<file path="config.mk">
export PLATFORM = sky130hd
export DESIGN_NAME = rx_mode_ctrl
export DESIGN_NICKNAME = d
export VERILOG_FILES = /design/src/logic/rx_mode_ctrl_pkg.sv /design/src/logic/mode_cmd_match.sv /design/src/logic/rx_mode_ctrl.sv
export SDC_FILE = /design/constraint.sdc
export NUM_CORES = 1
export LEC_CHECK = 0
export BUFFER_PORTS_ARGS = -buffer_cell sky130_fd_sc_hd__buf_4
export CAP_MARGIN = 20
export CORE_ASPECT_RATIO = 0.6
export CORE_MARGIN = 4
export CORE_UTILIZATION = 43
export CTS_BUF_LIST = sky130_fd_sc_hd__clkbuf_4 sky130_fd_sc_hd__clkbuf_8 sky130_fd_sc_hd__clkbuf_16
export CTS_CLUSTER_DIAMETER = 30
export DETAILED_ROUTE_END_ITERATION = 8
export PLACE_DENSITY = 0.95
export SLEW_MARGIN = 30
export SYNTH_ARGS = -nofsm -noshare
export SYNTH_HDL_FRONTEND = slang
export SYNTH_SLANG_ARGS = --single-unit
export TNS_END_PERCENT = 50
</file>
<file path="constraint.sdc">
create_clock -name CLK -period 2.8 [get_ports CLK]
set_clock_uncertainty 0.2 [all_clocks]
set_input_delay 0.56 -clock CLK [delete_from_list [all_inputs] [get_ports CLK]]
set_output_delay 0.56 -clock CLK [all_outputs]
set_load 0.05 [all_outputs]
</file>
<file path="src/logic/rx_mode_ctrl_pkg.sv">
// constants and carrier types for the receive mode command control word
package rx_mode_ctrl_pkg;

  // ----------------------------------------------------------------
  // control word layout
  // ----------------------------------------------------------------
  localparam int WORD_WIDTH = 16;
  localparam int BIT_INDEX_ZERO_IRQ = 15;
  localparam int BIT_IRQ_WHEN_ACCESSED = 14;
  localparam int BIT_IRQ_BROADCAST = 13;
  localparam int BIT_FORCE_BUSY = 12;
  localparam int BIT_ACCESSED = 11;
  localparam int BIT_POINTER = 10;
  localparam int BIT_STOP_PING_PONG = 3;
  localparam logic [15:0] WORD_RESET = 16'h0000;
  localparam logic [4:0] BROADCAST_ADDRESS = 5'h1F;
  localparam logic [4:0] MODE_SUBADDR_LOW = 5'h00;
  localparam logic [4:0] MODE_SUBADDR_HIGH = 5'h1F;
  localparam logic [4:0] FIRST_DATA_MODE = 5'h10;

  // ----------------------------------------------------------------
  // carriers
  // ----------------------------------------------------------------
  typedef struct packed {
    logic irq_when_accessed_en;
    logic irq_broadcast_en;
    logic broadcast_invalidate;
    logic global_busy;
    logic pointer_toggle_off;
    logic terminal_executing;
    logic ping_pong_mode;
  } config_type;

  typedef struct packed {
    logic [4:0] rt_address;
    logic tr;
    logic [4:0] subaddress;
    logic [4:0] mode_code;
  } command_type;

  typedef struct packed {
    logic error;
    logic illegal;
  } completion_type;

  typedef struct packed {
    logic when_accessed;
    logic broadcast_received;
  } irq_type;

endpackage : rx_mode_ctrl_pkg

</file>
<file path="src/logic/mode_cmd_match.sv">
// decoder that tells whether a command word addresses this mode code
`timescale 1ns/100ps
module mode_cmd_match
  import rx_mode_ctrl_pkg::*;
#(
  parameter logic [4:0] MODE_CODE = 5'h00
) (
  input wire command_type cmd,
  input wire logic broadcast_invalidate,
  output logic match,
  output logic broadcast
);

  logic is_bcast;

  always_comb begin
    is_bcast = (cmd.rt_address == BROADCAST_ADDRESS);
    // receive only, subaddress 0 or 31
    // invalidated broadcasts are not valid commands
    match = !cmd.tr &&
            (cmd.subaddress == MODE_SUBADDR_LOW ||
             cmd.subaddress == MODE_SUBADDR_HIGH) &&
            cmd.mode_code == MODE_CODE &&
            !(is_bcast && broadcast_invalidate);
    broadcast = match && is_bcast;
  end

endmodule : mode_cmd_match

</file>
<file path="src/logic/rx_mode_ctrl.sv">
// receive mode command control word with its command-side behaviour
`timescale 1ns/100ps
module rx_mode_ctrl
  import rx_mode_ctrl_pkg::*;
#(
  parameter logic [4:0] MODE_CODE = 5'h00
) (
  input wire logic CLK,
  input wire logic SYS_RST,
  input wire logic SOFTWARE_RESET,
  input wire config_type CFG,
  input wire logic HOST_WR,
  input wire logic HOST_RD,
  input wire logic [15:0] HOST_WDATA,
  output logic [15:0] HOST_RDATA,
  input wire logic CMD_START,
  input wire command_type CMD_WORD,
  input wire logic DATA_STROBE,
  input wire logic CMD_DONE,
  input wire completion_type CMD_STATUS,
  output logic BUSY_REPLY,
  output logic DATA_STORE,
  output logic BUFFER_B_SELECT,
  output irq_type IRQ
);

  // ----------------------------------------------------------------
  // state
  // ----------------------------------------------------------------
  typedef enum logic {IDLE, ACTIVE} phase_type;

  typedef struct packed {
    phase_type phase;
    logic index_zero_irq;
    logic irq_when_accessed;
    logic irq_broadcast;
    logic force_busy;
    logic accessed;
    logic pointer;
    logic stop_ping_pong;
    logic busy;
    logic bcast;
    logic buffer_b;
    logic data_store;
    irq_type irq;
    logic [15:0] rdata;
  } state_type;

  localparam state_type STATE_RESET = '{
    phase: IDLE,
    irq: '0,
    rdata: WORD_RESET,
    default: 1'b0
  };

  // one flop per field position; other widths break word_of
  if (WORD_WIDTH != 16) begin : g_bad_width
    $error("control word must be 16 bits wide");
  end

  state_type st;
  state_type next_st;
  logic match;
  logic bcast;
  logic done_now;
  logic toggle_now;

  mode_cmd_match #(
    .MODE_CODE(MODE_CODE)
  ) u_match (
    .cmd(CMD_WORD),
    .broadcast_invalidate(CFG.broadcast_invalidate),
    .match(match),
    .broadcast(bcast)
  );

  // ----------------------------------------------------------------
  // helpers
  // ----------------------------------------------------------------
  function automatic logic [15:0] word_of(input state_type s);
    logic [15:0] w;
    w = WORD_RESET;
    w[BIT_INDEX_ZERO_IRQ] = s.index_zero_irq;
    w[BIT_IRQ_WHEN_ACCESSED] = s.irq_when_accessed;
    w[BIT_IRQ_BROADCAST] = s.irq_broadcast;
    w[BIT_FORCE_BUSY] = s.force_busy;
    w[BIT_ACCESSED] = s.accessed;
    w[BIT_POINTER] = s.pointer;
    w[BIT_STOP_PING_PONG] = s.stop_ping_pong;
    return w;
  endfunction : word_of

  function automatic logic carries_data(input logic [4:0] mc);
    return mc >= FIRST_DATA_MODE;
  endfunction : carries_data

  assign done_now = (st.phase == ACTIVE) && CMD_DONE;
  // busy messages keep the pointer; illegal ones too when toggle is off
  assign toggle_now = done_now && CFG.ping_pong_mode &&
                      !CMD_STATUS.error && !st.busy &&
                      !(CMD_STATUS.illegal && CFG.pointer_toggle_off);

  // ----------------------------------------------------------------
  // next state
  // ----------------------------------------------------------------
  always_comb begin
    next_st = st;
    next_st.irq = '0;
    next_st.data_store = 1'b0;

    // bits 3 and 12..15 open at any time; 8..11 never
    if (HOST_WR) begin
      next_st.index_zero_irq = HOST_WDATA[BIT_INDEX_ZERO_IRQ];
      next_st.irq_when_accessed = HOST_WDATA[BIT_IRQ_WHEN_ACCESSED];
      next_st.irq_broadcast = HOST_WDATA[BIT_IRQ_BROADCAST];
      next_st.force_busy = HOST_WDATA[BIT_FORCE_BUSY];
      next_st.stop_ping_pong = HOST_WDATA[BIT_STOP_PING_PONG];
    end

    // read returns the word before the clear takes effect
    if (HOST_RD) begin
      next_st.rdata = word_of(st);
      next_st.accessed = 1'b0;
    end

    unique case (st.phase)
      IDLE: begin
        // commands are only accepted while the terminal executes
        if (CMD_START && match && CFG.terminal_executing) begin
          next_st.phase = ACTIVE;
          // per-code or global busy
          next_st.busy = st.force_busy || CFG.global_busy;
          next_st.bcast = bcast;
          // indexed mode ignores the pointer
          next_st.buffer_b = CFG.ping_pong_mode && st.pointer;
        end
      end
      ACTIVE: begin
        if (DATA_STROBE && !st.busy && carries_data(MODE_CODE)) begin
          next_st.data_store = 1'b1;
        end
        if (CMD_DONE) begin
          next_st.phase = IDLE;
          next_st.busy = 1'b0;
          next_st.bcast = 1'b0;
          next_st.accessed = 1'b1;
          next_st.irq.when_accessed = st.irq_when_accessed &&
                                      CFG.irq_when_accessed_en;
          next_st.irq.broadcast_received = st.bcast && st.irq_broadcast &&
                                           CFG.irq_broadcast_en;
          if (toggle_now) begin
            next_st.pointer = !st.pointer;
          end
        end
      end
    endcase

    // software reset dominates every event of the same cycle for accessed, pointer and bcast
    if (SOFTWARE_RESET) begin
      next_st.accessed = 1'b0;
      next_st.pointer = 1'b0;
      next_st.bcast = 1'b0;
    end
  end

  always_ff @(posedge CLK or posedge SYS_RST) begin
    if (SYS_RST) begin
      st <= STATE_RESET;
    end else begin
      st <= next_st;
    end
  end

  // ----------------------------------------------------------------
  // outputs
  // ----------------------------------------------------------------
  assign HOST_RDATA = st.rdata;
  assign BUSY_REPLY = st.busy;
  assign DATA_STORE = st.data_store;
  assign BUFFER_B_SELECT = st.buffer_b;
  // one-cycle requests to pending register, pin and log
  assign IRQ = st.irq;

  // ----------------------------------------------------------------
  // checks
  // ----------------------------------------------------------------
  a_accessed_irq: assert property (
    @(posedge CLK) disable iff (SYS_RST)
    done_now && st.irq_when_accessed && CFG.irq_when_accessed_en
    |=> IRQ.when_accessed)
    else $error("missing interrupt request for valid mode command");

  a_irq_at_end: assert property (
    @(posedge CLK) disable iff (SYS_RST)
    IRQ.when_accessed || IRQ.broadcast_received
    |-> $past(done_now) && st.phase == IDLE)
    else $error("interrupt request outside command completion");

  a_bcast_request: assert property (
    @(posedge CLK) disable iff (SYS_RST)
    IRQ.broadcast_received |-> $past(st.bcast) && $past(st.irq_broadcast))
    else $error("broadcast request without a broadcast command");

  a_bcast_invalid: assert property (
    @(posedge CLK) disable iff (SYS_RST)
    CMD_START && CFG.broadcast_invalidate &&
    CMD_WORD.rt_address == BROADCAST_ADDRESS && st.phase == IDLE
    |=> st.phase == IDLE)
    else $error("invalidated broadcast was accepted");

  a_busy_reply: assert property (
    @(posedge CLK) disable iff (SYS_RST)
    st.phase == IDLE && CMD_START && match && CFG.terminal_executing &&
    (st.force_busy || CFG.global_busy)
    |=> BUSY_REPLY throughout (st.phase == ACTIVE))
    else $error("busy command answered without busy");

  a_busy_no_store: assert property (
    @(posedge CLK) disable iff (SYS_RST)
    BUSY_REPLY |=> !DATA_STORE)
    else $error("data stored while busy");

  a_done_sets_flag: assert property (
    @(posedge CLK) disable iff (SYS_RST)
    done_now && !SOFTWARE_RESET |=> st.accessed)
    else $error("accessed flag not set at completion");

  a_read_clears_flag: assert property (
    @(posedge CLK) disable iff (SYS_RST)
    HOST_RD && !done_now |=> !st.accessed ##0 HOST_RDATA[BIT_ACCESSED] ==
    $past(st.accessed))
    else $error("read did not clear accessed flag");

  a_pointer_toggle: assert property (
    @(posedge CLK) disable iff (SYS_RST)
    toggle_now && !SOFTWARE_RESET |=> st.pointer != $past(st.pointer))
    else $error("pointer did not toggle after good message");

  a_pointer_kept: assert property (
    @(posedge CLK) disable iff (SYS_RST)
    !toggle_now && !SOFTWARE_RESET |=> $stable(st.pointer))
    else $error("pointer changed without a good message");

  a_swreset_clear: assert property (
    @(posedge CLK) disable iff (SYS_RST)
    SOFTWARE_RESET |=> !st.pointer && !st.accessed)
    else $error("software reset left pointer or flag set");

  a_indexed_buffer_a: assert property (
    @(posedge CLK) disable iff (SYS_RST)
    st.phase == IDLE && CMD_START && match && CFG.terminal_executing &&
    !CFG.ping_pong_mode |=> !BUFFER_B_SELECT)
    else $error("indexed mode used the pointer");

  a_host_write: assert property (
    @(posedge CLK) disable iff (SYS_RST)
    HOST_WR |=> st.force_busy == $past(HOST_WDATA[BIT_FORCE_BUSY]) &&
    st.stop_ping_pong == $past(HOST_WDATA[BIT_STOP_PING_PONG]))
    else $error("host write to open bits was lost");

  // accepted-start condition spelled out in full at each check
  a_global_busy: assert property (
    @(posedge CLK) disable iff (SYS_RST)
    st.phase == IDLE && CMD_START && match && CFG.terminal_executing &&
    CFG.global_busy |=> BUSY_REPLY)
    else $error("global busy not applied to accepted command");

  a_busy_released: assert property (
    @(posedge CLK) disable iff (SYS_RST)
    done_now |=> !BUSY_REPLY && st.phase == IDLE)
    else $error("busy held past command completion");

  a_data_stored: assert property (
    @(posedge CLK) disable iff (SYS_RST)
    st.phase == ACTIVE && DATA_STROBE && !st.busy &&
    MODE_CODE >= FIRST_DATA_MODE |=> DATA_STORE)
    else $error("data word of a ready command not stored");

  a_idle_no_store: assert property (
    @(posedge CLK) disable iff (SYS_RST)
    st.phase == IDLE |=> !DATA_STORE)
    else $error("data stored outside a command");

  a_pointer_select: assert property (
    @(posedge CLK) disable iff (SYS_RST)
    st.phase == IDLE && CMD_START && match && CFG.terminal_executing &&
    CFG.ping_pong_mode
    |=> BUFFER_B_SELECT == $past(st.pointer))
    else $error("buffer select does not follow the pointer");

  a_receive_only: assert property (
    @(posedge CLK) disable iff (SYS_RST)
    st.phase == IDLE && CMD_START && (CMD_WORD.tr ||
    (CMD_WORD.subaddress != MODE_SUBADDR_LOW &&
     CMD_WORD.subaddress != MODE_SUBADDR_HIGH)) |=> st.phase == IDLE)
    else $error("command outside the receive layout accepted");

  // read, completion and software reset may move the flag legally
  a_write_blocked: assert property (
    @(posedge CLK) disable iff (SYS_RST)
    HOST_WR && !HOST_RD && !done_now && !SOFTWARE_RESET
    |=> st.accessed == $past(st.accessed))
    else $error("host write reached the accessed flag");

endmodule : rx_mode_ctrl

</file>
==> results.md, run 1 <==
- Final WS setup: 995.2 ps
- Mapped Cells: 86
- Final HPWL DP: 1949 µm
- Multi-input gate area: 364.1 µm²
- Skew-Pair Late Insertion Delay: 250 ps
- Min Tclk post-route: 1805 ps
- # Max-Cap Violations: 0
- Fin nets: 176
- Crit path max fanout: 4
- Area leader, netlist: dfrtp_1
- Post-CTS Repair Setup Buffers: 0
- DRC viols: 0
- GRT Util Overall: 14.98%
- GRT overflow: 0
- Final Hold Fails: 0
- Max_slew headroom: 51.05%
- # IOs: 70
- Startpoint Class: input pin
- Critical path's top delay family: simple AND/OR/NAND/NOR gates
- Total number of vias: 745
- Area Growth Syn to Fin: 33.67%
- Die Y-Extent: 45.14 µm
- Ant diodes: 0
- FF/Latch Area: 500.5 µm²
- Largest net degree at the start of global routing: 21
- CP required: 2730 ps
- Max Buffers Root-to-Sink: 2
- Routed len/inst: 14.76 µm
- Leakage power: 0.6884 nW
- Reg clk slew, reported paths: 70 ps
- Fmax: 554.1 MHz
- Seq/Total Area, Yosys: 50.63%
- Final Setup Violations: 0
- CP Cell Sequence: buf_4 -> or4_1 -> mux2i_1 -> nand4_2 -> mux2i_1
- Commonest cells after routing, fill and taps aside: 47 x buf_4, 20 x dfrtp_1, 12 x mux2_2
- DRT iter0 DRCs: 5
- #FFs+latches synth: 20
- Slowest cell on crit path: or4_1
- Synth area leaders: dfrtp_1 51%, buf_4 14%, mux2_2 14%
- Share of the synthesized area in the top cell type: 50.63%
- Die area: 3155 µm²
- Final slew viol count: 0
- Status: finished clean
- Post-CTS Hold Buffers: 0
- Routability cong.: 0.7260
- Max stage delay on crit path: 510 ps
- Vias in the first global route: 811
- Commonest non-fill, non-tap cell in the layout: buf_4
- Site Rows: 13
- Slew @ Worst Pin: 733.5 ps
- Max IR drop VDD: 0.3782 mV
- Setup TNS: 0 ps
- CP Data Arrival Time: 1740 ps
- Netlist Area Pre-Place: 988.4 µm²
- Hold WS: 241.8 ps
- Fin crit share: 64.46%
- # port buffers: 47
- Synth Warn #: 0
- Final core utilization: 60.62%
- Count of cell types in the netlist: 23
- Avg Cell Area, Syn: 11.49 µm²
- Share of post-route cells with drive strength above 1: 50.79%
- CTS Root Cell: clkbuf_8
- Drt first pass iters: 4
- Width of the die: 69.90 µm
- Crit Path Class: in2reg
- Endpoint class of the critical path: flop
- ANT nets after route: 0
- Fill cell count: 186
- First-pass GRT wire length: 3519 µm
- CTS buffer count: 3
- Pre-CTS WS: 719.2 ps
- CTS sink count: 20
- Via/cell ratio: 4.776
- Initial Util: 45.35%
- PD cells: 527.8 nW/µm²
- Initial antenna violation count: 0
- Routed wire length: 2302 µm
- Core Box Area: 2180 µm²
- Type of the most critical hold path: in2async
- # H-tree levels: 1
- Crit-path most repeated cell: mux2i_1
- CTS tree: done
- Unrepaired setup endpoints after global routing: no
- Worst Path Buf+Inv: 1
- Post-CTS resize count: 0
-- metal layers --
| layer | up-vias | routed length [µm] | GRT usage [%] |
|---|---|---|---|
| met5 | - | 0 | 0 |
| met3 | 10 | 188 | 6.444 |
| li1 | 345 | - | - |
| met4 | 0 | 72 | 6.489 |
| met2 | 37 | 1257 | 30.96 |
| met1 | 353 | 783 | 12.88 |
-- final timing paths --
path	start	end	slack (ps)	cells past startpoint
worst max-delay path	CMD_WORD[5]	st[20]$_DFFE_PP0P_	1000	5
worst min-delay path	SYS_RST	HOST_RDATA[14]$_DFFE_PP0P_	240	2
worst max register to register	st[29]$_DFF_PP0_	st[20]$_DFFE_PP0P_	1160	4
worst min register to register	HOST_RDATA[10]$_DFFE_PP0P_	HOST_RDATA[10]$_DFFE_PP0P_	310	1
max in group asynchronous	SYS_RST	st[27]$_DFFE_PP0P_	1700	2
min in group CLK	SOFTWARE_RESET	st[24]$_DFF_PP0_	280	2
-- worst reg2reg max path, cell delays in order (launching register included) --
cell,delay (ps)
dfrtp_1,410
nor4_1,340
and3_1,220
nand4_2,190
mux2i_1,170
-- per-stage QoR --
step	instance area, µm²	total power [W]	std cells
CTS	1321	0.0007022	156
finish	1321	0.0006973	156
global route	1321	0.0007243	156
floorplan	1022	0.0004469	95
global placement	1266	0.0004824	152
detailed placement	1266	0.0004896	152
-- synth_stat cells --
cell type	n
or4_1	1
and2_1	1
a21oi_1	1
mux2_2	12
dfrtp_1	20
nand4_2	1
xor2_1	1
buf_4	19
nand2b_1	1
o21ai_0	1
nor3_1	1
nand4_1	3
and3_1	3
nand2_1	4
clkbuf_1	1
mux2i_1	4
nand4b_1	1
nor4_1	1
nor2_1	4
nand3_1	1
conb_1	1
nand3b_1	1
inv_1	3
-- registers in the layout (all words and copies together) (netlist names) --
signal	count
BUSY_REPLY	1
IRQ	2
st	9
BUFFER_B_SELECT	1
HOST_RDATA	7
-- report_power, final --
part | switching [W] | internal [W] | total, W
clock network | 0.0000885 | 0.000125 | 0.000213
registers | 0.0000112 | 0.000307 | 0.000319
logic | 0.000101 | 0.0000647 | 0.000165
-- cell families (layout without fill, tap and decap cells) --
logic type                after synthesis  after routing  synth area share, %
buffers and inverters                  23             54                15.95
AOI/OAI and AO/OA                       2              2                1.012
xor gates and xnor gates                1              1               0.8862
muxes                                  16             16                17.72
DFF                                    20             20                50.63
and+or+nand+nor                        23             23                13.42
other                                   1             10               0.3794
-- area by class of cell --
cell class | instances | area share (%)
multi-input cells | 52 | 27.56
clock buffers | 4 | 4.167
repair buffers | 47 | 26.70
inverters | 3 | 0.8523
well taps | 30 | 2.841
flip-flops and latches | 20 | 37.88
(Power assumes the default switching activity.)
==> inputs of run 2 (changes only) <==
--- a/config.mk
+++ b/config.mk
@@ -5,15 +5,16 @@
 export SDC_FILE = /design/constraint.sdc
 export NUM_CORES = 1
 export LEC_CHECK = 0
+export ABC_AREA = 1
 export BUFFER_PORTS_ARGS = -buffer_cell sky130_fd_sc_hd__buf_4
 export CAP_MARGIN = 20
 export CORE_ASPECT_RATIO = 0.6
 export CORE_MARGIN = 4
-export CORE_UTILIZATION = 43
+export CORE_UTILIZATION = 40
 export CTS_BUF_LIST = sky130_fd_sc_hd__clkbuf_4 sky130_fd_sc_hd__clkbuf_8 sky130_fd_sc_hd__clkbuf_16
 export CTS_CLUSTER_DIAMETER = 30
 export DETAILED_ROUTE_END_ITERATION = 8
-export PLACE_DENSITY = 0.95
+export PLACE_DENSITY = 0.89
 export SLEW_MARGIN = 30
 export SYNTH_ARGS = -nofsm -noshare
 export SYNTH_HDL_FRONTEND = slang
==> constraint.sdc (replaced) <==
create_clock -name CLK -period 1.8 [get_ports CLK]
set_clock_uncertainty 0.2 [all_clocks]
set_input_delay 0.36 -clock CLK [delete_from_list [all_inputs] [get_ports CLK]]
set_output_delay 0.36 -clock CLK [all_outputs]
set_load 0.05 [all_outputs]
==> results.md, run 2 <==
- Status: finished clean (unchanged)
- Area Growth Syn to Fin: 35.68% (was 33.67%)
- Unrepaired setup endpoints after global routing: no (unchanged)
- Type of the most critical hold path: in2reg (was in2async)
- Slowest cell on crit path: dfrtp_1 (was or4_1)
- Post-synth EDFFs: 0 (unchanged)
- Share of the synthesized area in the top cell type: 49.38% (was 50.63%)
- Switching part of the total: 25.82% (was 28.72%)
- Reg clk slew, reported paths: 70 ps (about the same)
- # H-tree levels: 1 (unchanged)
- Width of the die: 72.99 µm (was 69.90 µm)
- Endpoint class of the critical path: output port (was flop)
- DRC viols: 0 (unchanged)
- Top_reg_cell synth: dfrtp_1 (unchanged)
- Initial antenna violation count: 0 (unchanged)
- Ys async rst share: 100.0% (unchanged)
- Avg Cell Area, Syn: 8.376 µm² (was 11.49 µm²)
- ANT nets after route: 0 (unchanged)
- #FFs+latches synth: 20 (unchanged)
- Crit Path Class: reg2out (was in2reg)
- Int Pwr: 0.0008525 W (was 0.0004970 W)
- Die Y-Extent: 46.99 µm (was 45.14 µm)
- Hold WS: 72.57 ps (was 241.8 ps)
- Max reg flops: 9 (unchanged)
- GRT overflow: 0 (unchanged)
- DRT iter0 DRCs: 21 (was 5)
- # IOs: 70 (unchanged)
- Skew-Pair Late Insertion Delay: 250 ps (about the same)
- NetSw: 0.0002967 W (was 0.0002003 W)
- PD cells: 835.7 nW/µm² (was 527.8 nW/µm²)
- Initial Util: 44.51% (was 45.35%)
- Commonest cells after routing, fill and taps aside: 48 x buf_4, 28 x nand2_1, 20 x dfrtp_1 (was 47 x buf_4, 20 x dfrtp_1, 12 x mux2_2)
- CTS sink count: 20 (unchanged)
- Commonest non-fill, non-tap cell in the layout: buf_4 (unchanged)
- Routability cong.: 0.8020 (was 0.7260)
- Crit path max fanout: 3 (was 4)
- Startpoint Class: flop (was input pin)
- First-pass GRT wire length: 3836 µm (was 3519 µm)
- Routed wire length: 2298 µm (was 2302 µm)
- Total number of vias: 855 (was 745)
- Clock power frac: 37.8% (was 30.6%)
- Vias in the first global route: 911 (was 811)
- Max IR drop VDD: 0.5370 mV (was 0.3782 mV)
- Netlist Area Pre-Place: 1013 µm² (was 988.4 µm²)
- Critical path's top delay family: flip-flops (was simple AND/OR/NAND/NOR gates)
- Max stage delay on crit path: 400 ps (was 510 ps)
- CTS tree: done (unchanged)
- Final slew viol count: 0 (unchanged)
- Fin crit share: 78.50%
- Via/cell ratio: 4.453 (was 4.776)
- CP Cell Sequence: buf_4 (was buf_4 -> or4_1 -> mux2i_1 -> nand4_2 -> mux2i_1)
- Mapped Cells: 121 (was 86)
- Most frequent cell after synthesis: nand2_1 (was dfrtp_1)
- Synth area leaders: dfrtp_1 49%, buf_4 14%, nand2_1 10% (was dfrtp_1 51%, buf_4 14%, mux2_2 14%)
- Ant diodes: 0 (unchanged)
- Final Setup Violations: 0 (unchanged)
- Fin nets: 212 (was 176)
- CP required: 1240 ps (was 2730 ps)
- Final HPWL DP: 1961 µm (was 1949 µm)
- Site Rows: 13 (unchanged)
- Largest net degree at the start of global routing: 21 (unchanged)
- CP Data Arrival Time: 850 ps (was 1740 ps)
- Core Box Area: 2277 µm² (was 2180 µm²)
- Min Tclk post-route: 1413 ps
- CTS Root Cell: clkbuf_8 (unchanged)
- Max Buffers Root-to-Sink: 2 (unchanged)
- Leakage power: 0.7310 nW (was 0.6884 nW)
- # port buffers: 47 (unchanged)
- Share of post-route cells with drive strength above 1: 33.95% (was 50.79%)
- Count of cell types in the netlist: 19 (was 23)
- Die area: 3430 µm² (was 3155 µm²)
- Area leader, netlist: dfrtp_1 (unchanged)
- CTS buffer count: 3 (unchanged)
- Fmax: 707.8 MHz
- GRT Util Overall: 14.90% (was 14.98%)
- Largest Register: st (unchanged)
- Routed len/inst: 11.97 µm (was 14.76 µm)
- Synth cell count leaders: 28 x nand2_1, 20 x dfrtp_1, 19 x buf_4 (was 20 x dfrtp_1, 19 x buf_4, 12 x mux2_2)
- Sequential share of power: 42.2% (was 45.7%)
- Setup TNS: 0 ps (unchanged)
- Seq/Total Area, Yosys: 49.38% (was 50.63%)
- Synth Warn #: 0 (unchanged)
- Combinational Power Share: 20.0% (was 23.7%)
- Worst Path Buf+Inv: 1 (unchanged)
- # Max-Cap Violations: 0 (unchanged)
- Final Hold Fails: 0 (unchanged)
- Drt first pass iters: 4 (unchanged)
[run 2: cells by family after synthesis]
family / after synthesis / share of synthesized area (%)
and+or+nand+nor: 52 / 22.84
buffers and inverters: 32 / 19.01
DFF: 20 / 49.38
AOI/OAI and AO/OA: 16 / 8.395
other: 1 / 0.3700
[run 2: what timing repair did]
item	4_1_cts	5_1_grt
hold endpoints to repair	20	0
hold buffers	1	0
buffers inserted	0	0
resized for setup	0	0
[run 2: cell type report]
cell class | count | area, µm²
inverters | 11 | 41.29
clock inverters | 1 | 30.03
multi-input cells | 78 | 354.1
repair buffers | 49 | 370.4
flip-flops and latches | 20 | 500.5
clock buffers | 3 | 41.29
well taps | 30 | 37.54
fillers | 204 | 902.1
[run 2: stage by stage]
| stage | cells | total power [W] | instance area, µm² | util [%] | setup WS [ps] |
|---|---|---|---|---|---|
| after global placement | 187 | 0.0007162 | 1294 | 56.81 | 391.8 |
| after detailed placement | 187 | 0.0007222 | 1294 | 56.81 | 361.5 |
| after global routing | 192 | 0.001198 | 1375 | 60.38 | 253.8 |
| final | 192 | 0.001149 | 1375 | 60.38 | 387.1 |
| after floorplan | 130 | 0.0006611 | 1047 | - | 413.0 |
| after CTS | 192 | 0.001161 | 1375 | 60.38 | 373.7 |
[run 2: power groups by stage]
stage	registers [W]	logic, W	clock network (W)
after floorplan	0.000490	0.000171	0
after global placement	0.000492	0.000225	0
after detailed placement	0.000493	0.000230	0
after CTS	0.000484	0.000231	0.000445
after global routing	0.000487	0.000250	0.000461
final	0.000485	0.000230	0.000434
[run 2: worst reg2reg max path, stage by stage (launching register included)]
cell     delay [ps]
dfrtp_1         400
nor2_1          120
nand3_1         100
nor2_2          130
nand3_2         140
nand3_1         120
a21oi_2          60
[run 2: layer usage]
metal	GRT usage (%)	wire length, µm
met1	16.76	937
met2	27.71	1160
met3	4.915	174
met4	4.412	26
met5	0	0
[run 2: path summary, 6_finish.rpt]
| path | to | from | slack [ps] | cells after the start |
|---|---|---|---|---|
| min in group asynchronous | HOST_RDATA[10]$_DFFE_PP0P_ | SYS_RST | 480 | 4 |
| min reg2reg | HOST_RDATA[10]$_DFFE_PP0P_ | HOST_RDATA[10]$_DFFE_PP0P_ | 290 | 2 |
| min | st[20]$_DFFE_PP0P_ | SOFTWARE_RESET | 70 | 2 |
| max in group asynchronous | HOST_RDATA[12]$_DFFE_PP0P_ | SYS_RST | 710 | 4 |
| max | BUSY_REPLY | BUSY_REPLY$_DFFE_PP0P_ | 390 | 1 |
| max reg2reg | st[20]$_DFFE_PP0P_ | st[29]$_DFF_PP0_ | 400 | 6 |
==> inputs of run 3 (changes only) <==
==> constraint.sdc (replaced) <==
create_clock -name CLK -period 1.3 [get_ports CLK]
set_clock_uncertainty 0.2 [all_clocks]
set_input_delay 0.26 -clock CLK [delete_from_list [all_inputs] [get_ports CLK]]
set_output_delay 0.26 -clock CLK [all_outputs]
set_load 0.05 [all_outputs]
==> results.md, run 3 (synthesis gave the netlist of run 2 again) <==
- Fin crit share: 104.3%
- Clock power frac: 37.6% (was 37.8%)
- Commonest cells after routing, fill and taps aside: 41 x buf_4, 28 x nand2_1, 19 x dfrtp_1 (was 48 x buf_4, 28 x nand2_1, 20 x dfrtp_1)
- Switching part of the total: 26.52% (was 25.82%)
- Final Power: 0.001629 W (was 0.001149 W)
- DRT iter0 DRCs: 77 (was 21)
- Hold_sp: HOST_WDATA[13] (was SOFTWARE_RESET)
- NetSw: 0.0004321 W (was 0.0002967 W)
- Core Box Area: 2277 µm² (unchanged)
- CP Data Arrival Time: 1330 ps (was 850 ps)
- ANT nets after route: 0 (unchanged)
- Die area: 3430 µm² (unchanged)
- Reg clk slew, reported paths: 70 ps (about the same)
- Status: finished, violations left (was finished clean)
- Commonest non-fill, non-tap cell in the layout: buf_4 (unchanged)
- # port buffers: 47 (unchanged)
- Skew-Pair Late Insertion Delay: 260 ps (was 250 ps)
- Startpoint Class: flop (unchanged)
- CTS sink count: 20 (unchanged)
- CTS tree: done (unchanged)
- First-pass GRT wire length: 4174 µm (was 3836 µm)
- Leakage power: 0.7576 nW (was 0.7310 nW)
- Slowest cell on crit path: dfrtp_2 (was dfrtp_1)
- Final Setup Violations: 4 (was 0)
- DRC viols: 0 (unchanged)
- Ant diodes: 0 (unchanged)
- Unrepaired setup endpoints after global routing: yes (was no)
- Routability cong.: 0.7738 (was 0.8020)
- Placed Area: 1295 µm² (was 1294 µm²)
- Via/cell ratio: 4.592 (was 4.453)
- Fmax: 737.8 MHz
- Final slew viol count: 0 (unchanged)
- Hold WS: 4.707 ps (was 72.57 ps)
- PD cells: 1104 nW/µm² (was 835.7 nW/µm²)
- Crit-path most repeated cell: nor3b_1
- Initial antenna violation count: 0 (unchanged)
- Final WS setup: -55.40 ps (was 387.1 ps)
- # Max-Cap Violations: 0 (unchanged)
- # H-tree levels: 1 (unchanged)
- GRT Util Overall: 16.41% (was 14.90%)
- Hold Path Depth: 3 (was 2)
- Endpoint class of the critical path: flop (was output port)
- Final Hold Fails: 0 (unchanged)
- Max reg flops: 9 (unchanged)
- Worst R2R Path Depth: 3 (was 6)
- Failing checks: negative setup slack
- Largest Register: st (unchanged)
- Final HPWL DP: 2048 µm (was 1961 µm)
- Share of post-route cells with drive strength above 1: 37.35% (was 33.95%)
- Routed wire length: 2597 µm (was 2298 µm)
- # IOs: 70 (unchanged)
- Area Growth Syn to Fin: 45.56% (was 35.68%)
- Die Y-Extent: 46.99 µm (unchanged)
- Fin nets: 216 (was 212)
- Combinational Power Share: 21.0% (was 20.0%)
- Pre-CTS WS: -99.44 ps (was 361.5 ps)
- Drt first pass iters: 4 (unchanged)
- Post-route cell area: 1475 µm² (was 1375 µm²)
- Vias in the first global route: 930 (was 911)
- Setup crit start: BUSY_REPLY$_DFFE_PP0P_ (unchanged)
- Max IR drop VDD: 0.5419 mV (was 0.5370 mV)
- Max Buffers Root-to-Sink: 2 (unchanged)
- Crit Path Class: reg2reg (was reg2out)
- Crit path max fanout: 3 (unchanged)
- Min Tclk post-route: 1355 ps
- Type of the most critical hold path: in2reg (unchanged)
- Total number of vias: 900 (was 855)
- Sequential share of power: 41.3% (was 42.2%)
- CP required: 1280 ps (was 1240 ps)
- CP Cell Sequence: nor3b_1 -> a31oi_1 -> nor3b_1 (was buf_4)
- Routed len/inst: 13.25 µm (was 11.97 µm)
- Site Rows: 13 (unchanged)
- Max stage delay on crit path: 430 ps (was 400 ps)
- Width of the die: 72.99 µm (unchanged)
- Worst reg2reg startpoint: BUSY_REPLY$_DFFE_PP0P_ (was st[29]$_DFF_PP0_)
- Int Pwr: 0.001197 W (was 0.0008525 W)
- GRT overflow: 0 (unchanged)
- CTS buffer count: 3 (unchanged)
- Initial Util: 44.51% (unchanged)
- Largest net degree at the start of global routing: 21 (unchanged)
- Setup TNS: -155.7 ps (was 0 ps)
- CTS Root Cell: clkbuf_8 (unchanged)
==> run 3: changes by cell type in the layout (fill, tap and decap cells not counted), sizes merged <==
cell and change:
buf +2, dlygate4sd3 +2
==> run 3: worst paths after layout <==
kind / endpoint / slack (ps)
worst max-delay path: st[23]$_DFFE_PP0P_ / -60
worst min-delay path: st[26]$_DFFE_PP0P_ / 5
worst max register to register: st[23]$_DFFE_PP0P_ / -60
worst min register to register: HOST_RDATA[11]$_DFFE_PP0P_ / 290
max in group asynchronous: BUSY_REPLY$_DFFE_PP0P_ / 300
min in group asynchronous: st[29]$_DFF_PP0_ / 380
==> run 3: worst max-delay path, delay by kind of cell, from the launching register on <==
family             cells  cell delay (ps)
and+or+nand+nor        2              500
DFF                    1              430
AOI/OAI and AO/OA      1              160
==> run 3: final cells by class <==
type                    count  area, µm²
clock buffers               3      41.29
clock inverters             1      30.03
fillers                   193      802.0
inverters                  11      41.29
multi-input cells          78      384.1
flip-flops and latches     20      501.7
well taps                  30      37.54
repair buffers             53      439.2
==> run 3: power by group through the flow <==
stage | sequential, W | clock [W] | combinational, W
3_3_place_gp | 0.000681 | 0 | 0.000312
2_1_floorplan | 0.000678 | 0 | 0.000237
3_5_place_dp | 0.000683 | 0 | 0.000320
6_report | 0.000674 | 0.000613 | 0.000343
5_1_grt | 0.000678 | 0.000645 | 0.000370
4_1_cts | 0.000673 | 0.000621 | 0.000336
==> run 3: routing by layer <==
layer  vias up  global-route usage (%)  part of all wire, %
li1        443                       -                    -
met1       417                   19.02                   39
met2        36                   29.84                   53
met3         4                   4.060                  6.3
met4         0                   6.985                  1.8
met5         -                       0                    0
==> run 3: repair_timing <==
item / 4_1_cts / 5_1_grt
hold buffers: 3 / 0
gates resized for setup: 11 / 4
setup buffers: 0 / 2
pin swaps: 5 / 1
setup endpoints to repair: 11 / 13
hold endpoints to repair: 24 / 0
==> run 3: stage by stage <==
stage,util [%],instances
after floorplan,-,130
after global placement,56.87,187
after detailed placement,56.87,187
after CTS,63.46,194
after global routing,64.78,196
final,64.78,196
